--- src/hw/ocpwm_pkg.sv ---
package ocpwm_pkg;
  localparam int unsigned ADDR_W = 4;
  // Register byte offsets
  localparam logic [3:0] CTRL_OFS = 4'h0;
  localparam logic [3:0] CMPA_OFS = 4'h4;
  localparam logic [3:0] CMPB_OFS = 4'h8;
  localparam logic [3:0] STAT_OFS = 4'hC;
  // Control field positions
  localparam int unsigned IDLE_BIT = 13;
  localparam int unsigned FLT_BIT = 4;
  localparam int unsigned TSEL_BIT = 3;
  localparam int unsigned MODE_LO = 0;
  localparam logic [15:0] CTRL_RESET = 16'h0000;
  localparam logic [15:0] CTRL_WMASK = 16'h200F;
  // Status / mask bits
  localparam int unsigned ST_CMP = 0;
  localparam int unsigned ST_FLT = 1;
  localparam int unsigned ST_DIS = 2;
  localparam int unsigned ST_W = 3;
  localparam int unsigned STAT_MASK_SHIFT = 16;
  // Mode field codes
  typedef enum logic [2:0] {
    OCPWM_OFF = 3'h0,
    OCPWM_SET_HI = 3'h1,
    OCPWM_SET_LO = 3'h2,
    OCPWM_TOGGLE = 3'h3,
    OCPWM_ONE_PULSE = 3'h4,
    OCPWM_CONT_PULSE = 3'h5,
    OCPWM_PWM = 3'h6,
    OCPWM_PWM_FLT = 3'h7
  } ocpwm_mode_t;
  // Gate delay: one instruction cycle, in core clocks
  localparam int unsigned GATE_DLY = 1;
  localparam logic [1:0] RESP_OKAY = 2'h0;
  localparam logic [1:0] RESP_SLVERR = 2'h2;
endpackage

--- src/hw/ocpwm_core.sv ---
// Our own choices: the AXI4-Lite interface to the registers and the register addresses.
`timescale 1ns/10ps
`default_nettype none
module ocpwm_core (
  input wire logic core_clk_i,
  input wire logic sys_rst_i,
  input wire logic clk_en_i,
  input wire logic cpu_idle_i,
  input wire logic module_disable_gate_i,
  input wire logic channel_present_i,
  input wire logic [15:0] timebase_a_i,
  input wire logic [15:0] timebase_b_i,
  input wire logic fault_i,
  input wire logic [3:0] s_axi_awaddr,
  input wire logic s_axi_awvalid,
  output logic s_axi_awready,
  input wire logic [31:0] s_axi_wdata,
  input wire logic [3:0] s_axi_wstrb,
  input wire logic s_axi_wvalid,
  output logic s_axi_wready,
  output logic [1:0] s_axi_bresp,
  output logic s_axi_bvalid,
  input wire logic s_axi_bready,
  input wire logic [3:0] s_axi_araddr,
  input wire logic s_axi_arvalid,
  output logic s_axi_arready,
  output logic [31:0] s_axi_rdata,
  output logic [1:0] s_axi_rresp,
  output logic s_axi_rvalid,
  input wire logic s_axi_rready,
  output logic compare_output_pin_o,
  output logic irq_o
);
  logic fault_s1_q, fault_s2_q;
  logic active;
  logic [15:0] ctrl_q;
  logic [15:0] cmpa_q, cmpb_q;
  localparam int unsigned ST_W_L = ocpwm_pkg::ST_W;
  logic [ST_W_L-1:0] stat_q, mask_q;
  logic [3:0] aw_q;
  logic aw_v_q, w_v_q;
  logic [31:0] wd_q;
  logic [3:0] ws_q;
  logic pin_q, pulse_done_q, fault_lock_q;
  logic [2:0] mode_prev_q;
  logic run, cmp_a, cmp_b, flt_ev;
  logic [15:0] tb;
  ocpwm_pkg::ocpwm_mode_t mode;

  ocpwm_gate u_gate (
    .core_clk_i(core_clk_i),
    .sys_rst_i(sys_rst_i),
    .clk_en_i(clk_en_i),
    .disable_req_i(module_disable_gate_i),
    .present_i(channel_present_i),
    .active_o(active)
  );

  function automatic logic [15:0] merge16(input logic [15:0] old, input logic [31:0] d, input logic [3:0] s);
    merge16 = {s[1] ? d[15:8] : old[15:8], s[0] ? d[7:0] : old[7:0]};
  endfunction

  // Only the four aligned register words decode
  function automatic logic addr_mapped(input logic [3:0] a);
    addr_mapped = (a == ocpwm_pkg::CTRL_OFS) | (a == ocpwm_pkg::CMPA_OFS) | (a == ocpwm_pkg::CMPB_OFS)
                  | (a == ocpwm_pkg::STAT_OFS);
  endfunction

  always_ff @(posedge core_clk_i or posedge sys_rst_i) begin
    if (sys_rst_i) begin
      fault_s1_q <= 1'b0;
      fault_s2_q <= 1'b0;
    end else if (clk_en_i) begin
      fault_s1_q <= fault_i;
      fault_s2_q <= fault_s1_q;
    end
  end

  assign mode = ocpwm_pkg::ocpwm_mode_t'(ctrl_q[ocpwm_pkg::MODE_LO +: 3]);
  // Channel advances only when ungated and not idle-stopped
  assign run = clk_en_i & active & ~(cpu_idle_i & ctrl_q[ocpwm_pkg::IDLE_BIT]);
  assign tb = ctrl_q[ocpwm_pkg::TSEL_BIT] ? timebase_b_i : timebase_a_i;
  assign cmp_a = (tb == cmpa_q);
  assign cmp_b = (tb == cmpb_q);
  assign flt_ev = (mode == ocpwm_pkg::OCPWM_PWM_FLT) & fault_s2_q;

  // Write channel: capture address and data independently
  wire wr_go = aw_v_q & w_v_q & ~s_axi_bvalid;
  always_ff @(posedge core_clk_i or posedge sys_rst_i) begin
    if (sys_rst_i) begin
      aw_v_q <= 1'b0;
      w_v_q <= 1'b0;
      aw_q <= 4'h0;
      wd_q <= 32'h0000_0000;
      ws_q <= 4'h0;
      s_axi_awready <= 1'b0;
      s_axi_wready <= 1'b0;
      s_axi_bvalid <= 1'b0;
      s_axi_bresp <= ocpwm_pkg::RESP_OKAY;
    end else if (clk_en_i) begin
      s_axi_awready <= ~aw_v_q & ~s_axi_awready & s_axi_awvalid;
      s_axi_wready <= ~w_v_q & ~s_axi_wready & s_axi_wvalid;
      if (s_axi_awvalid & s_axi_awready) begin
        aw_v_q <= 1'b1;
        aw_q <= s_axi_awaddr;
      end
      if (s_axi_wvalid & s_axi_wready) begin
        w_v_q <= 1'b1;
        wd_q <= s_axi_wdata;
        ws_q <= s_axi_wstrb;
      end
      if (wr_go) begin
        aw_v_q <= 1'b0;
        w_v_q <= 1'b0;
        s_axi_bvalid <= 1'b1;
        s_axi_bresp <= addr_mapped(aw_q) ? ocpwm_pkg::RESP_OKAY : ocpwm_pkg::RESP_SLVERR;
      end else if (s_axi_bvalid & s_axi_bready) begin
        s_axi_bvalid <= 1'b0;
      end
    end
  end

  wire wr_ok = wr_go & active;
  wire wr_ctrl = wr_ok & (aw_q == ocpwm_pkg::CTRL_OFS);
  wire wr_stat = wr_ok & (aw_q == ocpwm_pkg::STAT_OFS);

  always_ff @(posedge core_clk_i or posedge sys_rst_i) begin
    if (sys_rst_i) begin
      ctrl_q <= ocpwm_pkg::CTRL_RESET;
      cmpa_q <= 16'h0000;
      cmpb_q <= 16'h0000;
    end else if (clk_en_i) begin
      if (wr_ctrl) begin
        ctrl_q <= (merge16(ctrl_q, wd_q, ws_q) & ocpwm_pkg::CTRL_WMASK)
                  | (ctrl_q & ~ocpwm_pkg::CTRL_WMASK);
      end
      if (wr_ok & (aw_q == ocpwm_pkg::CMPA_OFS)) begin
        cmpa_q <= merge16(cmpa_q, wd_q, ws_q);
      end
      if (wr_ok & (aw_q == ocpwm_pkg::CMPB_OFS)) begin
        cmpb_q <= merge16(cmpb_q, wd_q, ws_q);
      end
      if (run) begin
        if (flt_ev) begin
          ctrl_q[ocpwm_pkg::FLT_BIT] <= 1'b1;
        end else if (mode != ocpwm_pkg::OCPWM_PWM_FLT) begin
          ctrl_q[ocpwm_pkg::FLT_BIT] <= 1'b0;
        end
      end
    end
  end

  // Output pin sequencer
  always_ff @(posedge core_clk_i or posedge sys_rst_i) begin
    if (sys_rst_i) begin
      pin_q <= 1'b0;
      pulse_done_q <= 1'b0;
      fault_lock_q <= 1'b0;
      mode_prev_q <= 3'h0;
    end else if (run) begin
      mode_prev_q <= mode;
      if (mode != ocpwm_mode_t_cast(mode_prev_q)) begin
        pulse_done_q <= 1'b0;
        fault_lock_q <= 1'b0;
        pin_q <= (mode == ocpwm_pkg::OCPWM_SET_LO);
      end else begin
        case (mode)
          ocpwm_pkg::OCPWM_OFF: pin_q <= 1'b0;
          ocpwm_pkg::OCPWM_SET_HI: if (cmp_a) pin_q <= 1'b1;
          ocpwm_pkg::OCPWM_SET_LO: if (cmp_a) pin_q <= 1'b0;
          ocpwm_pkg::OCPWM_TOGGLE: if (cmp_a) pin_q <= ~pin_q;
          ocpwm_pkg::OCPWM_ONE_PULSE: begin
            if (cmp_a & ~pulse_done_q) begin
              pin_q <= 1'b1;
            end else if (cmp_b & pin_q) begin
              pin_q <= 1'b0;
              pulse_done_q <= 1'b1;
            end
          end
          ocpwm_pkg::OCPWM_CONT_PULSE: begin
            if (cmp_a) begin
              pin_q <= 1'b1;
            end else if (cmp_b) begin
              pin_q <= 1'b0;
            end
          end
          ocpwm_pkg::OCPWM_PWM, ocpwm_pkg::OCPWM_PWM_FLT: begin
            if (flt_ev | fault_lock_q) begin
              fault_lock_q <= 1'b1;
              pin_q <= 1'b0;
            end else if (tb == 16'h0000) begin
              pin_q <= (cmpa_q != 16'h0000);
            end else if (cmp_a) begin
              pin_q <= 1'b0;
            end
          end
          default: pin_q <= 1'b0;
        endcase
      end
    end
  end

  function automatic ocpwm_pkg::ocpwm_mode_t ocpwm_mode_t_cast(input logic [2:0] v);
    ocpwm_mode_t_cast = ocpwm_pkg::ocpwm_mode_t'(v);
  endfunction

  logic compare_output_pin_o_d;
  assign compare_output_pin_o_d = pin_q & active;
  always_ff @(posedge core_clk_i or posedge sys_rst_i) begin
    if (sys_rst_i) begin
      compare_output_pin_o <= 1'b0;
    end else if (clk_en_i) begin
      compare_output_pin_o <= compare_output_pin_o_d;
    end
  end

  // Sticky events, write one to clear; set wins
  wire [ST_W_L-1:0] ev = {~active, run & flt_ev, run & cmp_a & (mode != ocpwm_pkg::OCPWM_OFF)};
  always_ff @(posedge core_clk_i or posedge sys_rst_i) begin
    if (sys_rst_i) begin
      stat_q <= '0;
      mask_q <= '0;
      irq_o <= 1'b0;
    end else if (clk_en_i) begin
      stat_q <= ev | (stat_q & ~((wr_stat & ws_q[0]) ? wd_q[ST_W_L-1:0] : {ST_W_L{1'b0}}));
      if (wr_stat & ws_q[2]) begin
        mask_q <= wd_q[ocpwm_pkg::STAT_MASK_SHIFT +: ST_W_L];
      end
      irq_o <= |(stat_q & mask_q);
    end
  end

  // Read channel; gated channel returns zero for CTRL, CMPA and CMPB; STAT still reads mask and status
  always_ff @(posedge core_clk_i or posedge sys_rst_i) begin
    if (sys_rst_i) begin
      s_axi_arready <= 1'b0;
      s_axi_rvalid <= 1'b0;
      s_axi_rdata <= 32'h0000_0000;
      s_axi_rresp <= ocpwm_pkg::RESP_OKAY;
    end else if (clk_en_i) begin
      s_axi_arready <= ~s_axi_rvalid & ~s_axi_arready & s_axi_arvalid;
      if (s_axi_arvalid & s_axi_arready) begin
        s_axi_rvalid <= 1'b1;
        s_axi_rresp <= ocpwm_pkg::RESP_OKAY;
        case (s_axi_araddr)
          ocpwm_pkg::CTRL_OFS: s_axi_rdata <= active ? {16'h0000, ctrl_q} : 32'h0000_0000;
          ocpwm_pkg::CMPA_OFS: s_axi_rdata <= active ? {16'h0000, cmpa_q} : 32'h0000_0000;
          ocpwm_pkg::CMPB_OFS: s_axi_rdata <= active ? {16'h0000, cmpb_q} : 32'h0000_0000;
          ocpwm_pkg::STAT_OFS: s_axi_rdata <= {13'h0, mask_q, 13'h0, stat_q};
          default: begin
            s_axi_rdata <= 32'h0000_0000;
            s_axi_rresp <= ocpwm_pkg::RESP_SLVERR;
          end
        endcase
      end else if (s_axi_rvalid & s_axi_rready) begin
        s_axi_rvalid <= 1'b0;
      end
    end
  end

  a_idle_halt: assert property (@(posedge core_clk_i) disable iff (sys_rst_i)
    (clk_en_i & cpu_idle_i & ctrl_q[ocpwm_pkg::IDLE_BIT]) |=> $stable(pin_q))
    else $error("pin moved while idle-stopped");
  a_flt_only_pwm: assert property (@(posedge core_clk_i) disable iff (sys_rst_i)
    (run & mode != ocpwm_pkg::OCPWM_PWM_FLT) |=> !ctrl_q[ocpwm_pkg::FLT_BIT])
    else $error("fault flag set outside fault pwm");
  a_flt_sets: assert property (@(posedge core_clk_i) disable iff (sys_rst_i)
    (run & flt_ev) |=> ctrl_q[ocpwm_pkg::FLT_BIT])
    else $error("fault not flagged");
  a_flt_hold: assert property (@(posedge core_clk_i) disable iff (sys_rst_i)
    (clk_en_i & mode == ocpwm_pkg::OCPWM_PWM_FLT & ctrl_q[ocpwm_pkg::FLT_BIT]) |=> ctrl_q[ocpwm_pkg::FLT_BIT])
    else $error("fault flag cleared in fault pwm");
  a_fault_sticky: assert property (@(posedge core_clk_i) disable iff (sys_rst_i)
    (run & flt_ev) |=> stat_q[ocpwm_pkg::ST_FLT])
    else $error("fault event not latched");
  a_fault_pin_low: assert property (@(posedge core_clk_i) disable iff (sys_rst_i)
    (run & flt_ev & mode_prev_q == mode) |=> ##1 !compare_output_pin_o)
    else $error("pin active after fault");
  a_toggle_cmp: assert property (@(posedge core_clk_i) disable iff (sys_rst_i)
    (run & mode == ocpwm_pkg::OCPWM_TOGGLE & mode_prev_q == mode & cmp_a) |=> pin_q != $past(pin_q))
    else $error("toggle missed");
  a_set_hi: assert property (@(posedge core_clk_i) disable iff (sys_rst_i)
    (run & mode == ocpwm_pkg::OCPWM_SET_HI & mode_prev_q == mode & cmp_a) |=> pin_q)
    else $error("force high missed");
  a_set_lo: assert property (@(posedge core_clk_i) disable iff (sys_rst_i)
    (run & mode == ocpwm_pkg::OCPWM_SET_LO & mode_prev_q == mode & cmp_a) |=> !pin_q)
    else $error("force low missed");
  a_init_hi: assert property (@(posedge core_clk_i) disable iff (sys_rst_i)
    (run & mode == ocpwm_pkg::OCPWM_SET_LO & mode_prev_q != mode) |=> pin_q)
    else $error("pin not initialised high");
  a_init_lo: assert property (@(posedge core_clk_i) disable iff (sys_rst_i)
    (run & mode != ocpwm_pkg::OCPWM_SET_LO & mode_prev_q != mode) |=> !pin_q)
    else $error("pin not initialised low");
  a_one_pulse: assert property (@(posedge core_clk_i) disable iff (sys_rst_i)
    (run & mode == ocpwm_pkg::OCPWM_ONE_PULSE & mode_prev_q == mode & pulse_done_q) |=> !pin_q)
    else $error("second single pulse");
  a_cont_rise: assert property (@(posedge core_clk_i) disable iff (sys_rst_i)
    (run & mode == ocpwm_pkg::OCPWM_CONT_PULSE & mode_prev_q == mode & cmp_a) |=> pin_q)
    else $error("continuous pulse missed");
  a_pwm_period: assert property (@(posedge core_clk_i) disable iff (sys_rst_i)
    (run & mode == ocpwm_pkg::OCPWM_PWM & mode_prev_q == mode & tb == 16'h0000 & cmpa_q != 16'h0000) |=> pin_q)
    else $error("pwm period start missed");
  a_off_low: assert property (@(posedge core_clk_i) disable iff (sys_rst_i)
    (run & mode == ocpwm_pkg::OCPWM_OFF) |=> !pin_q)
    else $error("pin high while off");
  a_gate_delay: assert property (@(posedge core_clk_i) disable iff (sys_rst_i)
    (clk_en_i & module_disable_gate_i) |=> !active)
    else $error("gate not applied after one cycle");
  a_gate_release: assert property (@(posedge core_clk_i) disable iff (sys_rst_i)
    (clk_en_i & !module_disable_gate_i) |=> (active | !channel_present_i))
    else $error("gate not released after one cycle");
  a_gate_pin_low: assert property (@(posedge core_clk_i) disable iff (sys_rst_i)
    (clk_en_i & !active) |=> !compare_output_pin_o)
    else $error("pin driven while gated");
  a_gate_write: assert property (@(posedge core_clk_i) disable iff (sys_rst_i)
    (clk_en_i & !active) |=> $stable(cmpa_q))
    else $error("gated write took effect");
  c_toggle: cover property (@(posedge core_clk_i) run & mode == ocpwm_pkg::OCPWM_TOGGLE & cmp_a);
  c_fault: cover property (@(posedge core_clk_i) run & flt_ev);
  c_gate: cover property (@(posedge core_clk_i) !active ##1 active);
  c_one_pulse: cover property (@(posedge core_clk_i) run & mode == ocpwm_pkg::OCPWM_ONE_PULSE & pulse_done_q);
  c_idle_hold: cover property (@(posedge core_clk_i) clk_en_i & cpu_idle_i & ctrl_q[ocpwm_pkg::IDLE_BIT]);
endmodule
`default_nettype wire

--- src/hw/ocpwm_gate.sv ---
`timescale 1ns/10ps
`default_nettype none
// Delays the disable request by one instruction cycle
module ocpwm_gate (
  input wire logic core_clk_i,
  input wire logic sys_rst_i,
  input wire logic clk_en_i,
  input wire logic disable_req_i,
  input wire logic present_i,
  output logic active_o
);
  logic dis_q;
  always_ff @(posedge core_clk_i or posedge sys_rst_i) begin
    if (sys_rst_i) begin
      dis_q <= 1'b0;
    end else if (clk_en_i) begin
      dis_q <= disable_req_i;
    end
  end
  assign active_o = present_i & ~dis_q;
endmodule
`default_nettype wire

--- config.mk ---
export PLATFORM = sky130hd
export DESIGN_NAME = ocpwm_core
export DESIGN_NICKNAME = d
export VERILOG_FILES = /design/src/hw/ocpwm_pkg.sv /design/src/hw/ocpwm_core.sv /design/src/hw/ocpwm_gate.sv
export SDC_FILE = /design/constraint.sdc
export NUM_CORES = 1
export LEC_CHECK = 0
export BUFFER_PORTS_ARGS = -buffer_cell sky130_fd_sc_hd__buf_2
export CAP_MARGIN = 20
export CORE_MARGIN = 2
export CORE_UTILIZATION = 45
export CTS_CLUSTER_SIZE = 8
export DETAILED_ROUTE_END_ITERATION = 10
export PLACE_DENSITY_LB_ADDON = 0.2
export REMOVE_ABC_BUFFERS = 1
export SYNTH_ARGS = -nofsm -noshare
export SYNTH_HDL_FRONTEND = slang
export SYNTH_HIERARCHICAL = 1
export SYNTH_SLANG_ARGS = --single-unit
export TNS_END_PERCENT = 100
--- constraint.sdc ---
create_clock -name core_clk_i -period 4.5 [get_ports core_clk_i]
set_input_delay 0.45 -clock core_clk_i [delete_from_list [all_inputs] [get_ports core_clk_i]]
set_output_delay 0.45 -clock core_clk_i [all_outputs]
set_load 0.01 [all_outputs]
==> results of run 1 <==
-- logic make-up after synthesis --
group / Yosys count
AND/OR/NAND/NOR: 124
flip-flops: 109
multiplexers: 94
AO/OA/AOI/OAI: 67
buffers and inverters: 38
XOR/XNOR: 35
other: 1
-- through the flow --
stage | std cells | hold slack, ns
6_report | 721 | 0.3311
5_1_grt | 721 | 0.3185
4_1_cts | 720 | 0.3168
3_5_place_dp | 703 | 0.3200
3_3_place_gp | 703 | 0.3142
2_1_floorplan | 451 | 0.1787
-- timing repair --
item | in CTS | in global routing
endpoints found under the hold margin | 1 | 0
endpoints found under the setup margin | 0 | 0
hold buffers | 1 | 0
resized for setup | 0 | 0
-- area by class of cell --
class / count / area (sq um)
Fill cell: 1089 / 5609
Sequential cell: 109 / 2728
Multi-Input combinational cell: 335 / 2535
Timing Repair Buffer: 107 / 556.8
Clock buffer: 12 / 246.5
Tap cell: 147 / 183.9
Inverter: 7 / 28.78
Clock inverter: 4 / 23.77
-- worst max-delay path, delay by kind of cell, from the launching register on --
family / cells / cell delay [ns]
DFF: 1 / 0.46
xor gates and xnor gates: 1 / 0.22
buffers and inverters: 1 / 0.37
AOI/OAI and AO/OA: 3 / 0.47
and+or+nand+nor: 2 / 0.58
muxes: 1 / 0.45
-- state kept, by name (all words and copies together) (netlist names), 4 cells and up --
name	cells
ctrl_q	6
wd_q	19
s_axi_rdata	19
aw_q	4
cmpa_q	16
cmpb_q	16
-- worst paths after layout --
check,from,cells after the start,endpoint
max,ctrl_q[3],8,pin_q
min,s_axi_awaddr[2],2,aw_q[2]
max reg2reg,ctrl_q[3],8,pin_q
min reg2reg,s_axi_rdata[13],2,s_axi_rdata[13]
max in group asynchronous,sys_rst_i,4,s_axi_rdata[12]
min in group asynchronous,sys_rst_i,3,u_gate/dis_q
-- layout by cell type, fill, tap and decap left out, types with 13 or more instances in the layout --
| cell | Yosys | final |
|---|---|---|
| a21oi_1 | 16 | 16 |
| a22oi_1 | 13 | 13 |
| buf_2 | 1 | 101 |
| conb_1 | 1 | 15 |
| dfrtp_1 | 109 | 109 |
| mux2_2 | 71 | 71 |
| mux2i_1 | 13 | 13 |
| nand2_1 | 45 | 45 |
| nor2_1 | 26 | 26 |
| o21ai_0 | 20 | 20 |
| xnor2_1 | 16 | 16 |
| xor2_1 | 19 | 19 |
-- power groups by stage --
stage / clock (mW) / sequential (mW) / combinational [mW]
floorplan: 0 / 1.33 / 0.397
global route: 0.787 / 1.39 / 0.623
finish: 0.741 / 1.36 / 0.566
global placement: 0 / 1.37 / 0.547
detailed placement: 0 / 1.38 / 0.565
CTS: 0.758 / 1.36 / 0.569
-- layer usage --
metal / up-vias / part of all wire [%] / track usage [%]
met5: - / 0 / 0
met2: 127 / 45 / 31.70
met3: 15 / 5.6 / 3.188
met4: 0 / 1.7 / 8.455
li1: 1856 / - / -
met1: 1987 / 48 / 30.10
==> impl_metrics.tcl, run 1 <==
set metrics [dict create \
    syn2layout_area_growth_pct 16.17 \
    path_class "flop to flop" \
    status "finished clean" \
    clock_latency_ns 0.35 \
    synth_top_family_by_area "multiplexers" \
    vias 3985 \
    synth_xor_area_share_pct 5.650 \
    die_width_um 113.8 \
    grt_pass1_wl_um 20690 \
    synth_simple_gate_area_share_pct 12.13 \
    grt_use_total_pct 20.84 \
    grt_overflow 0 \
    p_switching_uw 806.9 \
    dp_hpwl_um 9782 \
    synth-compound-area-share_pct 8.049 \
    die_height_um 113.8 \
    worstPathRequired_ns 4.73 \
    path_clk_slew_ns 0.07 \
    antenna_cells 0 \
    hold_class "primary input to flop" \
    yosysTopAreaCell "dfrtp_1" \
    dieArea_sq_um 12950 \
    num_io_pins 131 \
    final_antenna_net_count 0 \
    postCtsSetupBuffers 0 \
    placedInstanceArea_sq_um 6011 \
    core.rowCount 40 \
    rsz0062_at_grt "no" \
    htreeDepth 3 \
    synth_area_per_cell_sq_um 11.59 \
    clockPowerShare_pct 27.7 \
    sw_frac_of_total_pct 30.22 \
    yosys-top-cells-area "dfrtp_1 (50%), mux2_2 (15%), nand2_1 (3.1%)" \
    grt_max_degree 80 \
    nets 657 \
    cpPeakStageDelay_ns 0.46 \
    drive_gt1_share_pct 37.11 \
    drt_iter0_drc 195 \
    cts_root_buf "clkbuf_16" \
    synth.distinct_cells 47 \
    total_power_mw 2.670 \
    max_cap_violations 0 \
    timing.fmax_ghz 0.3737 \
    syn-cell-area_sq_um 5425 \
    finish.utilization_pct 52.91 \
    firstDrtPassIters 4 \
    clock_skew_ns 0.006783 \
    cp_cell_sequence "buf_4 > mux2i_1 > xor2_1 > nand4_1 > nor4_4 > a211oi_1 > o21ai_0 > a2bb2oi_2" \
    post-place-ws_ns 1.860 \
    fin_setup_tns_ns 0 \
    drv_slew 0 \
    yosysWarnings 6 \
    cp_max_fo 17 \
    comb_power_share_pct 21.2 \
    drc 0 \
    relSlewSlack_pct 31.06 \
    synthAdderAreaFrac_pct 0 \
    viasPerCell 5.527 \
    period_needed_ns 2.676 \
    synth_edf_count 0 \
    drt_wl_total_um 12920 \
    start_util_pct 45.55 \
    power_density_nw_per_um2 423.6 \
    synth_common_cells "dfrtp_1 (109), mux2_2 (71), nand2_1 (45)" \
    p_int_mw 1.863 \
    r2r_slack_ns 1.82 \
    worst_setup_path_start_kind "flop" \
    worstSetupEndpointType "flop" \
    worst_slew_pin_slew_ns 1.031 \
    leakagePower_nw 3.007 \
    clock_path_buffers 2 \
    core_area_sq_um 11910 \
    ir_drop_uv 250.8 \
    setup_viol 0 \
    synth_seq_area_share_pct 50.28 \
    power_frac_seq_pct 51.1 \
    worst_slack_ns 1.824 \
    cts_buffers 9 \
    arrival_ns 2.90 \
    synth_top_area_share_pct 50.28 \
    finalInstanceArea_sq_um 6302 \
    critPathSlowestCell "dfrtp_1" \
    antenna_found_initial 0 \
    ys_async_sr_fraction_pct 100.0 \
    yosys_most_used_dff "dfrtp_1" \
    gp_congestion 0.8807 \
    muxShareOfSynthArea_pct 19.86 \
    synth_seq_cells 109 \
    clock_sinks 109 \
    cts_tree "yes" \
    grt_pass1_vias 3938 \
    period_share_pct 59.46 \
    wl_per_cell_um 17.92 \
    post-synth-top-count-cell "dfrtp_1" \
    portBuffers 101 \
    final_hold_viol_count 0 \
    synth_cells 468 \
]
Power figures use the tool's default switching activity.
==> run 2, diff against run 1 <==
Clock period 4.5 ns to 2.3 ns, I/O delays scaled along.
==> impl_metrics.tcl, run 2 (synthesis results as in run 1) <==
set metrics [dict create \
    cp_max_fo 8 \
    timing.fmax_ghz 0.4309 \
    htreeDepth 3 \
    p_switching_mw 1.648 \
    worstPathRequired_ns 2.54 \
    drt_iter0_drc 207 \
    drc 0 \
    clockPowerShare_pct 28.0 \
    r2r_cells 8 \
    post-place-ws_ns 0.02782 \
    hold_path_depth 2 \
    grt_pass1_vias 4056 \
    die_width_um 113.8 \
    relSlewSlack_pct 60.86 \
    path_class "flop to flop" \
    final_antenna_net_count 0 \
    power_frac_seq_pct 49.6 \
    syn2layout_area_growth_pct 21.77 \
    vias 4068 \
    clock_path_buffers 2 \
    start_util_pct 45.55 \
    layout_commonest_cell "dfrtp_1" \
    topRoutingLayerUsed "met4" \
    clock_latency_ns 0.35 \
    multi_input_area_sq_um 2610 \
    min-delay-start "s_axi_wdata[11]" \
    rsz0062_at_grt "yes" \
    dp_hpwl_um 9919 \
    dieArea_sq_um 12950 \
    period_needed_ns 2.321 \
    leakagePower_nw 3.132 \
    grt_pass1_wl_um 21080 \
    drv_slew 0 \
    grt_overflow 0 \
    drt_wl_total_um 13260 \
    violations "setup timing" \
    clock_skew_ns 0.01069 \
    worst_slack_ns -0.02083 \
    worst_slew_pin_slew_ns 0.5826 \
    num_io_pins 131 \
    status "finished with violations" \
    firstDrtPassIters 5 \
    wl_per_cell_um 17.82 \
    grt_use_total_pct 21.03 \
    met1_length_um 6293 \
    core.rowCount 40 \
    final_cell_mix "dfrtp_1 (108), buf_2 (101), mux2_2 (71)" \
    regArea_sq_um 2729 \
    path_clk_slew_ns 0.07 \
    nFillCells 1052 \
    r2r-start "ctrl_q[3]" \
    worstSetupEndpointType "flop" \
    fin_setup_tns_ns -0.02083 \
    core_area_sq_um 11910 \
    sw_frac_of_total_pct 30.65 \
    period_share_pct 100.9 \
    cts_tree "yes" \
    drive_gt1_share_pct 40.70 \
    power_density_nw_per_um2 813.6 \
    final_hold_viol_count 0 \
    antenna_found_initial 0 \
    arrival_ns 2.56 \
    crit_start "ctrl_q[3]" \
    worst_setup_path_start_kind "flop" \
    hold_class "primary input to flop" \
    clock_sinks 109 \
    wl_met3_um 645 \
    cts_root_buf "clkbuf_16" \
    antenna_cells 0 \
    grt_max_degree 63 \
    max_cap_violations 0 \
    setup_viol 1 \
    ir_drop_uv 409.0 \
    cts_buffers 9 \
    reg_top3 "s_axi_rdata: 19 flops, wd_q: 19 flops" \
    viasPerCell 5.468 \
    die_height_um 113.8 \
    nets 680 \
    wl_met2_um 6142 \
    portBuffers 101 \
    p_int_mw 3.727 \
    comb_power_share_pct 22.5 \
    gp_congestion 0.8850 \
]
run 2: per-stage QoR:
stage	std cells	hold slack [ns]	instance area [sq um]	utilization, %	total power, mW
after global placement	721	0.09483	6171	51.81	3.785
after CTS	738	0.1000	6467	54.30	5.347
final	744	0.1099	6606	55.46	5.375
after floorplan	451	-0.04129	5289	-	3.383
after detailed placement	721	0.09980	6171	51.81	3.846
after global routing	744	0.1008	6606	55.46	5.681
run 2: final cells by class:
class,count,share of cell area (%)
Timing Repair Buffer,130,11.63
Sequential cell,109,41.31
Tap cell,147,2.784
Clock buffer,11,3.674
Clock inverter,5,0.6629
Multi-Input combinational cell,335,39.51
Inverter,7,0.4356
run 2: final timing paths:
check	to	slack (ns)
max reg2reg	pin_q	-0.02
min	wd_q[11]	0.11
min reg2reg	s_axi_rdata[4]	0.48
max in group asynchronous	s_axi_rdata[15]	1.26
min in group asynchronous	u_gate/dis_q	0.28
max	pin_q	-0.02
run 2: power by group through the flow:
| stage | Clock, mW | Combinational [mW] | Sequential [mW] |
|---|---|---|---|
| 2_1_floorplan | 0 | 0.777 | 2.61 |
| 3_3_place_gp | 0 | 1.12 | 2.67 |
| 3_5_place_dp | 0 | 1.15 | 2.69 |
| 4_1_cts | 1.53 | 1.16 | 2.66 |
| 5_1_grt | 1.62 | 1.33 | 2.72 |
| 6_report | 1.50 | 1.21 | 2.66 |
run 2: routing by layer:
| metal | global-route usage (%) | vias up |
|---|---|---|
| li1 | - | 1903 |
| met3 | 3.932 | 13 |
| met1 | 30.17 | 2023 |
| met4 | 6.585 | 0 |
| met2 | 32.61 | 129 |
| met5 | 0 | - |
run 2: timing repair:
item / in CTS / in global routing
endpoints found under the setup margin: 0 / 2
buffers inserted: 0 / 5
hold endpoints to repair: 23 / 0
resized for setup: 0 / 13
hold buffers: 1 / 0
run 2: critical path: stages, from the launching register on:
cell	delay, ns
dfrtp_2	0.45
clkbuf_16	0.22
mux2i_2	0.30
xnor2_1	0.11
nor4_2	0.34
nand4_1	0.21
a221oi_2	0.32
o32a_2	0.20
a2bb2oi_2	0.05
